## config.mk

```make
export PLATFORM = sky130hd
export DESIGN_NAME = list_mode_sequencer
export DESIGN_NICKNAME = d
export VERILOG_FILES = /design/src/lms_pkg.sv /design/src/list_mode_sequencer.sv /design/src/list_point_store.sv /design/src/sync_pulse_gen.sv
export VERILOG_INCLUDE_DIRS = /design/src /design/src/src
export SDC_FILE = /design/constraint.sdc
export NUM_CORES = 2
export LEC_CHECK = 0
export BUFFER_PORTS_ARGS = -buffer_cell sky130_fd_sc_hd__buf_2
export CAP_MARGIN = 20
export CORE_AREA = 2 2 549 387
export DETAILED_ROUTE_END_ITERATION = 6
export DIE_AREA = 0 0 551 389
export PLACE_DENSITY_LB_ADDON = 0.15
export SLEW_MARGIN = 20
export SYNTH_ARGS = -nofsm -noshare
export SYNTH_HDL_FRONTEND = slang
export SYNTH_SLANG_ARGS = --single-unit
```

## constraint.sdc

```tcl
create_clock -name clk -period 8.1 [get_ports clk]
set_clock_uncertainty 0.2 [all_clocks]
set_input_delay 0.81 -clock clk [delete_from_list [all_inputs] [get_ports clk]]
set_output_delay 0.81 -clock clk [all_outputs]
set_load 0.01 [all_outputs]
```

## src/lms_cfg.svh

```systemverilog
// Purpose: Constants for the list-mode point sequencer.
// Assumes: 20 MHz system clock; dwell entries are whole microseconds.
// Notes:   Definitions only.
//
// Contract
// - Up runs first to last; down reverses; up at reset
// - Direction readback reports up or down
// - First dwell entry is the global dwell
// - Report number of dwell entries
// - Store frequency entries and report their count
// - Store power entries and report their count
// - Prepare converts source lists into point objects
// - Sweep trigger runs whole list then halts
// - Step trigger runs current point then halts
// - Endless loop restarts after the final point
// - Repeat mode is readable back
// - Sub-list limits triggered points, in its order
// - One index selects frequency, dwell, power together; the code indexes frequency and power only, dwell is always entry 0
// - Report number of sub-list indexes
// - Auto sequencing ignores sub-list; on at reset
// - Writing auto setting switches into list operation
// - Sync select 0 emits no pulse
// - Sync select 1 pulses on first point
// - Sync select 2 pulses on last point
// - Sync select 3 pulses on every point
// - Trigger starts a cycle; step or sweep idles after
`ifndef LMS_CFG_SVH
`define LMS_CFG_SVH

`define LMS_DEPTH        16
`define LMS_DATA_W       32
`define LMS_CLK_HZ       20000000
`define LMS_CYC_PER_US   (`LMS_CLK_HZ / 1000000)
`define LMS_SYNC_NS      200
`define LMS_SYNC_CYC     ((`LMS_SYNC_NS * (`LMS_CLK_HZ / 1000000) + 999) / 1000)
`define LMS_SYNC_OFF     2'h0
`define LMS_SYNC_FIRST   2'h1
`define LMS_SYNC_LAST    2'h2
`define LMS_SYNC_EACH    2'h3
`define LMS_RST_DIR_DOWN 1'b0
`define LMS_RST_AUTO     1'b1
`define LMS_RST_LIST     1'b0

`endif

```

## src/lms_pkg.sv

```systemverilog
// Purpose: Types shared by the list-mode sequencer files.
// Assumes: lms_cfg.svh supplies widths.
// Notes:   Types only.
`include "lms_cfg.svh"
package lms_pkg;
   typedef enum logic [1:0] {
      REP_SWEEP        = 2'h0,
      REP_STEP         = 2'h1,
      REP_ENDLESS_LOOP = 2'h2
   } repeat_t;

   typedef enum logic [1:0] {
      KIND_FREQ  = 2'h0,
      KIND_POW   = 2'h1,
      KIND_DWELL = 2'h2,
      KIND_SEQ   = 2'h3
   } list_kind_t;

   typedef enum logic [2:0] {
      S_IDLE  = 3'h1,
      S_POINT = 3'h2,
      S_DWELL = 3'h4
   } seq_state_t;

   typedef struct packed {
      logic                   valid;
      logic                   clear;
      list_kind_t             kind;
      logic [`LMS_DATA_W-1:0] data;
   } list_write_t;

   typedef struct packed {
      logic [`LMS_DATA_W-1:0] freq;
      logic [`LMS_DATA_W-1:0] pow;
   } point_t;
endpackage : lms_pkg

```

## src/list_mode_sequencer.sv

```systemverilog
// Purpose: List-mode point sequencer: direction, repeat, sub-list, dwell, sync.
// Assumes: Host commands arrive as one-cycle strobes on clk.
// Notes:   Trigger is honoured only in list operation and while idle.
`timescale 1ns/10ps
`include "lms_cfg.svh"
module list_mode_sequencer
   import lms_pkg::*;
#(
   parameter int DEPTH = `LMS_DEPTH
) (
   input  wire logic                        clk,
   input  wire logic                        nrst,
   input  wire list_write_t                 listWr,
   input  wire logic                        dirWrite,
   input  wire logic                        dirDownSet,
   input  wire logic                        repeatWrite,
   input  wire repeat_t                     repeatSet,
   input  wire logic                        autoWrite,
   input  wire logic                        autoSet,
   input  wire logic                        fixedModeWrite,
   input  wire logic [1:0]                  syncSel,
   input  wire logic                        listPrepare,
   input  wire logic                        trigger,
   output logic                             dirDown,
   output repeat_t                          repeatMode,
   output logic                             autoSeq,
   output logic                             listMode,
   output logic      [$clog2(DEPTH+1)-1:0]  freqCount,
   output logic      [$clog2(DEPTH+1)-1:0]  powCount,
   output logic      [$clog2(DEPTH+1)-1:0]  dwellCount,
   output logic      [$clog2(DEPTH+1)-1:0]  seqCount,
   output point_t                           pointOut,
   output logic      [$clog2(DEPTH)-1:0]    pointIdx,
   output logic                             pointStrobe,
   output logic                             busy,
   output logic                             syncOut
);
   localparam int IW = $clog2(DEPTH);
   localparam int CW = $clog2(DEPTH + 1);

   if (DEPTH < 2) $error("list_mode_sequencer: DEPTH must be at least 2");

   // ****************************************************************
   // Reset release
   // ****************************************************************
   logic [1:0] rstSync_q;
   logic       rstN;

   // Two-stage release of the asynchronous reset
   always_ff @(posedge clk or negedge nrst) begin
      if (!nrst)
         rstSync_q <= 2'h0;
      else
         rstSync_q <= {rstSync_q[0], 1'b1};
   end
   assign rstN = rstSync_q[1];

   // ****************************************************************
   // Functions
   // ****************************************************************
   // Walk position to list slot, honouring direction
   function automatic logic [IW-1:0] walkSlot(input logic [CW-1:0] pos,
                                              input logic [CW-1:0] len,
                                              input logic          down);
      logic [CW-1:0] slot;
      slot = down ? (len - CW'(1) - pos) : pos;
      return slot[IW-1:0];
   endfunction : walkSlot

   // Sync selection decode
   function automatic logic syncHit(input logic [1:0] sel, input logic first,
                                    input logic last);
      logic hit;
      unique case (sel)
         `LMS_SYNC_OFF:   hit = 1'b0;
         `LMS_SYNC_FIRST: hit = first;
         `LMS_SYNC_LAST:  hit = last;
         `LMS_SYNC_EACH:  hit = 1'b1;
      endcase
      return hit;
   endfunction : syncHit

   // ****************************************************************
   // Settings
   // ****************************************************************
   logic    dir_d, dir_q, auto_d, auto_q, list_d, list_q;
   repeat_t rep_d, rep_q;

   // Host-written settings
   always_comb begin
      dir_d  = dirWrite ? dirDownSet : dir_q;
      rep_d  = repeatWrite ? repeatSet : rep_q;
      auto_d = autoWrite ? autoSet : auto_q;
      list_d = list_q;
      if (fixedModeWrite)
         list_d = 1'b0;
      if (autoWrite)
         list_d = 1'b1;
   end

   always_ff @(posedge clk or negedge rstN) begin
      if (!rstN) begin
         dir_q  <= `LMS_RST_DIR_DOWN;
         rep_q  <= REP_SWEEP;
         auto_q <= `LMS_RST_AUTO;
         list_q <= `LMS_RST_LIST;
      end else begin
         dir_q  <= dir_d;
         rep_q  <= rep_d;
         auto_q <= auto_d;
         list_q <= list_d;
      end
   end

   assign dirDown    = dir_q;
   assign repeatMode = rep_q;
   assign autoSeq    = auto_q;
   assign listMode   = list_q;

   // ****************************************************************
   // Lists
   // ****************************************************************
   logic [CW-1:0]          cnt [4];
   logic [CW-1:0]          pos_d, pos_q, len;
   logic [IW-1:0]          walkIdx, rdIdx;
   logic [`LMS_DATA_W-1:0] dwellUs, seqEntry, seqIdx;
   point_t                 obj;

   list_point_store #(.DEPTH(DEPTH)) u_store (
      .clk         (clk),
      .rstN        (rstN),
      .wr          (listWr),
      .prepare     (listPrepare),
      .rdIdx       (rdIdx),
      .seqRdIdx    (walkIdx),
      .obj         (obj),
      .dwellGlobal (dwellUs),
      .seqEntry    (seqEntry),
      .cnt         (cnt)
   );

   assign freqCount  = cnt[KIND_FREQ];
   assign powCount   = cnt[KIND_POW];
   assign dwellCount = cnt[KIND_DWELL];
   assign seqCount   = cnt[KIND_SEQ];

   // Walk length and point selection; sub-list entries count from one
   always_comb begin
      if (auto_q)
         len = (cnt[KIND_FREQ] < cnt[KIND_POW]) ? cnt[KIND_FREQ] : cnt[KIND_POW];
      else
         len = cnt[KIND_SEQ];
      walkIdx = walkSlot(pos_q, len, dir_q);
      seqIdx  = seqEntry - `LMS_DATA_W'(1);
      rdIdx   = auto_q ? walkIdx : seqIdx[IW-1:0];
   end

   // ****************************************************************
   // Sequencer
   // ****************************************************************
   seq_state_t             state_d, state_q;
   logic [`LMS_DATA_W-1:0] dwell_d, dwell_q, dwellCyc;
   point_t                 point_d, point_q;
   logic [IW-1:0]          idx_d, idx_q;
   logic                   strobe_d, strobe_q, fire, isFirst, isLast, dwellDone;

   assign isFirst   = (pos_q == '0);
   assign isLast    = (pos_q == len - CW'(1));
   assign dwellDone = (dwell_q == '0);
   assign dwellCyc  = (dwellUs == '0) ? `LMS_DATA_W'(1)
                                      : `LMS_DATA_W'(dwellUs * `LMS_CYC_PER_US);

   // Point walk, dwell and halt decisions
   always_comb begin
      state_d  = state_q;
      pos_d    = pos_q;
      dwell_d  = dwell_q;
      point_d  = point_q;
      idx_d    = idx_q;
      strobe_d = 1'b0;
      fire     = 1'b0;
      unique case (state_q)
         S_IDLE: begin
            if (pos_q >= len)
               pos_d = '0;
            if (trigger && list_q && len != '0) begin
               if (rep_q != REP_STEP || pos_q >= len)
                  pos_d = '0;
               state_d = S_POINT;
            end
         end
         S_POINT: begin
            point_d  = obj;
            idx_d    = rdIdx;
            strobe_d = 1'b1;
            fire     = syncHit(syncSel, isFirst, isLast);
            dwell_d  = dwellCyc - `LMS_DATA_W'(1);
            state_d  = S_DWELL;
         end
         S_DWELL: begin
            if (!dwellDone)
               dwell_d = dwell_q - `LMS_DATA_W'(1);
            else begin
               pos_d = isLast ? '0 : pos_q + CW'(1);
               unique case (rep_q)
                  REP_STEP:  state_d = S_IDLE;
                  REP_SWEEP: state_d = isLast ? S_IDLE : S_POINT;
                  default:   state_d = S_POINT;
               endcase
            end
         end
         default: state_d = S_IDLE;
      endcase
      if (fixedModeWrite)
         state_d = S_IDLE;
   end

   always_ff @(posedge clk or negedge rstN) begin
      if (!rstN) begin
         state_q  <= S_IDLE;
         pos_q    <= '0;
         dwell_q  <= '0;
         point_q  <= '0;
         idx_q    <= '0;
         strobe_q <= 1'b0;
      end else begin
         state_q  <= state_d;
         pos_q    <= pos_d;
         dwell_q  <= dwell_d;
         point_q  <= point_d;
         idx_q    <= idx_d;
         strobe_q <= strobe_d;
      end
   end

   assign pointOut    = point_q;
   assign pointIdx    = idx_q;
   assign pointStrobe = strobe_q;
   assign busy        = (state_q != S_IDLE);

   // Sync pulse starts with the point output
   sync_pulse_gen #(.WIDTH(`LMS_SYNC_CYC)) u_sync (
      .clk     (clk),
      .rstN    (rstN),
      .fire    (fire),
      .syncOut (syncOut)
   );
endmodule : list_mode_sequencer

```

## src/list_point_store.sv

```systemverilog
// Purpose: Holds source lists, sub-list and prepared point objects.
// Assumes: Writes append; clear empties one list.
// Notes:   Reads are combinational from the arrays.
`timescale 1ns/10ps
`include "lms_cfg.svh"
module list_point_store
   import lms_pkg::*;
#(
   parameter int DEPTH = `LMS_DEPTH
) (
   input  wire logic                         clk,
   input  wire logic                         rstN,
   input  wire list_write_t                  wr,
   input  wire logic                         prepare,
   input  wire logic [$clog2(DEPTH)-1:0]     rdIdx,
   input  wire logic [$clog2(DEPTH)-1:0]     seqRdIdx,
   output point_t                            obj,
   output logic      [`LMS_DATA_W-1:0]       dwellGlobal,
   output logic      [`LMS_DATA_W-1:0]       seqEntry,
   output logic      [$clog2(DEPTH+1)-1:0]   cnt [4]
);
   localparam int CW = $clog2(DEPTH + 1);

   if (DEPTH < 2) $error("list_point_store: DEPTH must be at least 2");

   logic [`LMS_DATA_W-1:0] srcMem [4][DEPTH];
   point_t                 objMem [DEPTH];
   logic [CW-1:0]          cnt_d  [4];
   logic [CW-1:0]          cnt_q  [4];

   // ****************************************************************
   // Entry counters, one per list
   // ****************************************************************
   always_comb begin
      for (int k = 0; k < 4; k++) begin
         cnt_d[k] = cnt_q[k];
         if (wr.valid && wr.kind == list_kind_t'(k)) begin
            if (wr.clear)
               cnt_d[k] = '0;
            else if (cnt_q[k] < CW'(DEPTH))
               cnt_d[k] = cnt_q[k] + CW'(1);
         end
      end
   end

   always_ff @(posedge clk or negedge rstN) begin
      if (!rstN)
         for (int k = 0; k < 4; k++) cnt_q[k] <= '0;
      else
         cnt_q <= cnt_d;
   end

   // ****************************************************************
   // List memories and prepare conversion
   // ****************************************************************
   always_ff @(posedge clk) begin
      if (wr.valid && !wr.clear && cnt_q[wr.kind] < CW'(DEPTH))
         srcMem[wr.kind][cnt_q[wr.kind][$clog2(DEPTH)-1:0]] <= wr.data;
      if (prepare)
         for (int i = 0; i < DEPTH; i++)
            objMem[i] <= '{freq: srcMem[KIND_FREQ][i], pow: srcMem[KIND_POW][i]};
   end

   // Read ports; one index addresses frequency and power together
   assign obj         = objMem[rdIdx];
   assign dwellGlobal = srcMem[KIND_DWELL][0];
   assign seqEntry    = srcMem[KIND_SEQ][seqRdIdx];
   assign cnt         = cnt_q;
endmodule : list_point_store

```

## src/sync_pulse_gen.sv

```systemverilog
// Purpose: Stretches a one-cycle fire request into a fixed-width sync pulse.
// Assumes: A new fire restarts the pulse.
// Notes:   Output is registered.
`timescale 1ns/10ps
`include "lms_cfg.svh"
module sync_pulse_gen #(
   parameter int WIDTH = `LMS_SYNC_CYC
) (
   input  wire logic clk,
   input  wire logic rstN,
   input  wire logic fire,
   output logic      syncOut
);
   localparam int TW = $clog2(WIDTH + 1);

   if (WIDTH < 1) $error("sync_pulse_gen: WIDTH must be at least 1");

   logic [TW-1:0] left_d;
   logic [TW-1:0] left_q;
   logic          sync_d;
   logic          sync_q;

   // Pulse length counter
   always_comb begin
      left_d = left_q;
      if (fire)
         left_d = TW'(WIDTH - 1);
      else if (left_q != '0)
         left_d = left_q - TW'(1);
      sync_d = fire || (left_q != '0);
   end

   always_ff @(posedge clk or negedge rstN) begin
      if (!rstN) begin
         left_q <= '0;
         sync_q <= 1'b0;
      end else begin
         left_q <= left_d;
         sync_q <= sync_d;
      end
   end

   assign syncOut = sync_q;
endmodule : sync_pulse_gen

```

==> flow_metrics.py <==
metrics = {
    "run_status": {
        "status": "complete, no violations",
    },
    "synth": {
        "synth_area_mm2": 0.0832,
        "async_reset_ff_share_pct": 6.13,
        "synth_top_area_share_pct": 77.4,
        "yosys.cell_types.count": 87,
        "synth_cells": 4478,
        "synth-seq-cells": 2284,
        "synth_nets": 4604,
        "yosysTopAreaCell": "edfxtp_1",
        "synth_edf_count": 2144,
        "ys_warn_count": 0,
        "ys.flop_type": "edfxtp_1",
        "avgSynthCellArea_um2": 18.6,
        "yosysSeqAreaShare_pct": 81.6,
        "ys_top_cells_by_area": "edfxtp_1, dfrtp_1, mux4_2, nand2_1, a31oi_1",
    },
    "routing": {
        "wire_per_inst_um": 27.4,
        "drt_iter0_drc": 4638,
        "wirelength_um": 212000,
        "vias": 42500,
        "route.detailed.drc": 0,
        "first_pass_iters": 5,
        "via_per_inst": 5.48,
        "ant_nets": 0,
    },
    "global_routing": {
        "grt_use_total_pct": 19.7,
        "grt_pass1_vias": 41800,
        "overflow": 0,
        "antenna_found_initial": 28,
        "grt_max_degree": 158,
        "grt_pass1_wl_um": 306000,
    },
    "setup_path": {
        "r2r_cells": 22,
        "required_ns": 8.60,
        "startpoint": "u_store.cnt[12]$_DFFE_PN0P_",
        "endpoint_kind": "flip-flop",
        "worstSetupPathType": "flip-flop to flip-flop",
        "rr_startpoint": "u_store.cnt[12]$_DFFE_PN0P_",
        "cp_max_fo": 29,
        "max_stage_delay_ns": 0.66,
        "worstReg2RegEnd": "pointOut[36]$_DFFE_PN0P_",
        "cp-start-kind": "flip-flop",
        "reg2reg_slack_ns": 0.76,
        "critPathSlowestCell": "a2111oi_0",
        "path_cells": "inv_1 -> ha_1 -> a211o_1 -> a21oi_1 -> a21oi_1 -> or3_4 -> nand3_1 -> ha_1 -> a21o_1 -> a21oi_1 -> nor3b_1 -> o2111ai_1 -> o221a_2 -> and3_1 -> mux2_2 -> ha_1 -> a21oi_4 -> buf_12 -> buf_4 -> mux4_2 -> a2111oi_0 -> a211oi_1",
        "worstPathArrival_ns": 7.84,
    },
    "placement": {
        "globalplace.congestion": 0.798,
        "dp_hpwl_um": 117000,
        "io_buffers": 145,
        "post_dp_cell_area_mm2": 0.0882,
    },
    "pwr": {
        "power_density_mw_per_mm2": 310,
        "power_frac_comb_pct": 19.3,
        "swShare_pct": 28.6,
        "p_seq_share_pct": 46.6,
        "ir_drop_uv": 286,
        "p_leak_nw": 31.9,
        "switchingPower_mw": 8.46,
        "power.internal_mw": 21.1,
        "clkPwrFrac_pct": 34.2,
    },
    "sta": {
        "tns_ns": 0,
        "min_period_ns": 7.34,
        "slew_viol_final": 0,
        "rsz0062_at_grt": "no",
        "maxSlewHeadroom_pct": 27.5,
        "hold_viol": 0,
        "fin_crit_sh_pct": 90.6,
        "setup_viol": 0,
        "fmax_mhz": 136,
        "tightest_slew_ns": 1.09,
    },
    "clock_tree": {
        "cts.clk_slew.worst_paths_ns": 0.07,
        "cts_made_buffers": 219,
        "cts_tree": "done",
        "clk_latency_ns": 0.85,
        "ctsLongestPathBuffers": 4,
        "cts.htree.levels": 4,
        "cts.sinks": 2284,
        "post_cts_buffers": 0,
        "cts_resized": 0,
        "root_buffer": "clkbuf_16",
        "postCtsHoldBufs": 12,
    },
    "layout": {
        "fin_area_mm2": 0.0953,
        "drive_gt1_share_pct": 15.9,
        "syn_to_final_growth_pct": 14.6,
        "nets": 4895,
    },
    "floorplanning": {
        "core_area_mm2": 0.210,
        "start_util_pct": 39.7,
        "die_h_um": 389,
        "io_pins": 146,
        "die_w_um": 551,
        "placementRows": 141,
        "design.die.area_mm2": 0.214,
    },
    "worst_hold_path": {
        "hold_path_class": "primary input to asynchronous set/reset pin",
    },
    "flow_run": {
        "max_cap_violations": 0,
    },
}
## cells by family (layout without fill, tap and decap cells)
family / after synthesis / count (layout) / share of synthesized area, %
compound gates: 672 / 672 / 5.63
xor+xnor: 39 / 39 / 0.411
fa+ha+maj: 76 / 76 / 1.16
buf+inv: 269 / 738 / 1.46
flops: 2284 / 2284 / 81.6
mux: 176 / 176 / 4.45
other cells: 1 / 8 / 0.00451
simple gates: 961 / 961 / 5.30
## how the worst max path moves through the flow
| stage | end |
|---|---|
| 2_1_floorplan | pointOut[55]$_DFFE_PN0P_ |
| 3_3_place_gp | pointOut[39]$_DFFE_PN0P_ |
| 3_5_place_dp | pointOut[2]$_DFFE_PN0P_ |
| 4_1_cts | pointOut[2]$_DFFE_PN0P_ |
| 5_1_grt | pointOut[39]$_DFFE_PN0P_ |
| 6_report | pointOut[36]$_DFFE_PN0P_ |
## state kept, by name, indices dropped and copies added (netlist names)
register / flops
rstSync_q: 2
listMode: 1
u_store.srcMem: 1120
pos_q: 5
pointStrobe: 1
dirDown: 1
u_store.objMem: 1024
autoSeq: 1
dwell_q: 32
state_q: 3
pointIdx: 4
pointOut: 64
repeatMode: 2
u_sync.syncOut: 1
u_sync.left_q: 3
u_store.cnt: 20
## routing by layer
layer / share of wire [%] / vias up / track usage, %
met5: 0 / - / 0
met4: 2.3 / 0 / 4.74
met3: 5.5 / 296 / 2.63
met2: 45 / 1311 / 29.9
met1: 47 / 22300 / 30.0
li1: - / 18500 / -
## cells in the final DEF (no fill, tap or decap), drive strengths merged, types with 66 or more instances in the layout
cell     Yosys  final
nor2       189    189
a2111oi     70     70
buf         70    281
o21ai       68     68
ha          74     74
clkbuf     153    301
mux4       146    146
and3        78     78
a21oi       85     85
edfxtp    2144   2144
dfrtp      138    138
nand3      223    223
clkinv       0     66
a31oi      200    200
a211oi      73     73
a22oi       72     72
nand2      349    349
## synth_stat cells, types with 10 or more instances
library cell	count
mux4_2	120
edfxtp_1	2144
a21oi_1	85
buf_4	13
xnor2_1	25
ha_1	74
nor2_1	189
or3_1	11
o21a_1	10
o21ai_0	64
mux2i_1	18
mux4_1	26
a22oi_1	72
nand3_1	222
nand4_1	11
a21o_1	16
mux2_2	11
buf_6	13
a2111oi_0	61
a211oi_1	70
dfrtp_1	138
a31oi_1	200
nor3_1	27
nor4_1	18
inv_1	45
nand2_1	349
and3_1	78
clkbuf_1	151
buf_2	38
xor2_1	14
## layout make-up
type / count / area, um^2
diodes: 7 / 17.5
multi-input cells: 1925 / 14400
fillers: 17900 / 114000
clock inverters: 98 / 983
clock buffers: 301 / 5990
inverters: 46 / 175
flip-flops and latches: 2284 / 67900
repair buffers: 293 / 2360
well taps: 2788 / 3490
## worst max-delay path, delay by kind of cell (launching register included)
family                     cells  cell delay (ns)
buffers and inverters          3             0.63
DFF                            1             0.46
and+or+nand+nor                4             1.21
adders and majority gates      3             0.90
AOI/OAI and AO/OA             10             3.06
muxes                          2             0.69
## per-stage QoR
step	utilization, %	setup slack [ns]	std cells	power [mW]	hold slack, ns
2_1_floorplan	-	1.63	4478	17.3	0.131
3_3_place_gp	42.0	0.906	7315	19.7	0.138
3_5_place_dp	42.1	0.818	7323	19.8	0.140
4_1_cts	45.5	0.800	7734	29.9	0.0254
5_1_grt	45.5	0.325	7739	30.8	0.0569
6_report	45.5	0.765	7742	29.6	0.0987
## power groups by stage
stage	combinational, mW	sequential, mW	clock, mW
after floorplan	3.42	13.9	0
after global placement	5.71	14.0	0
after detailed placement	5.76	14.0	0
after CTS	5.79	13.8	10.3
after global routing	6.16	13.8	10.8
final	5.70	13.8	10.1
Note: power is estimated with default switching activity, not from simulation.
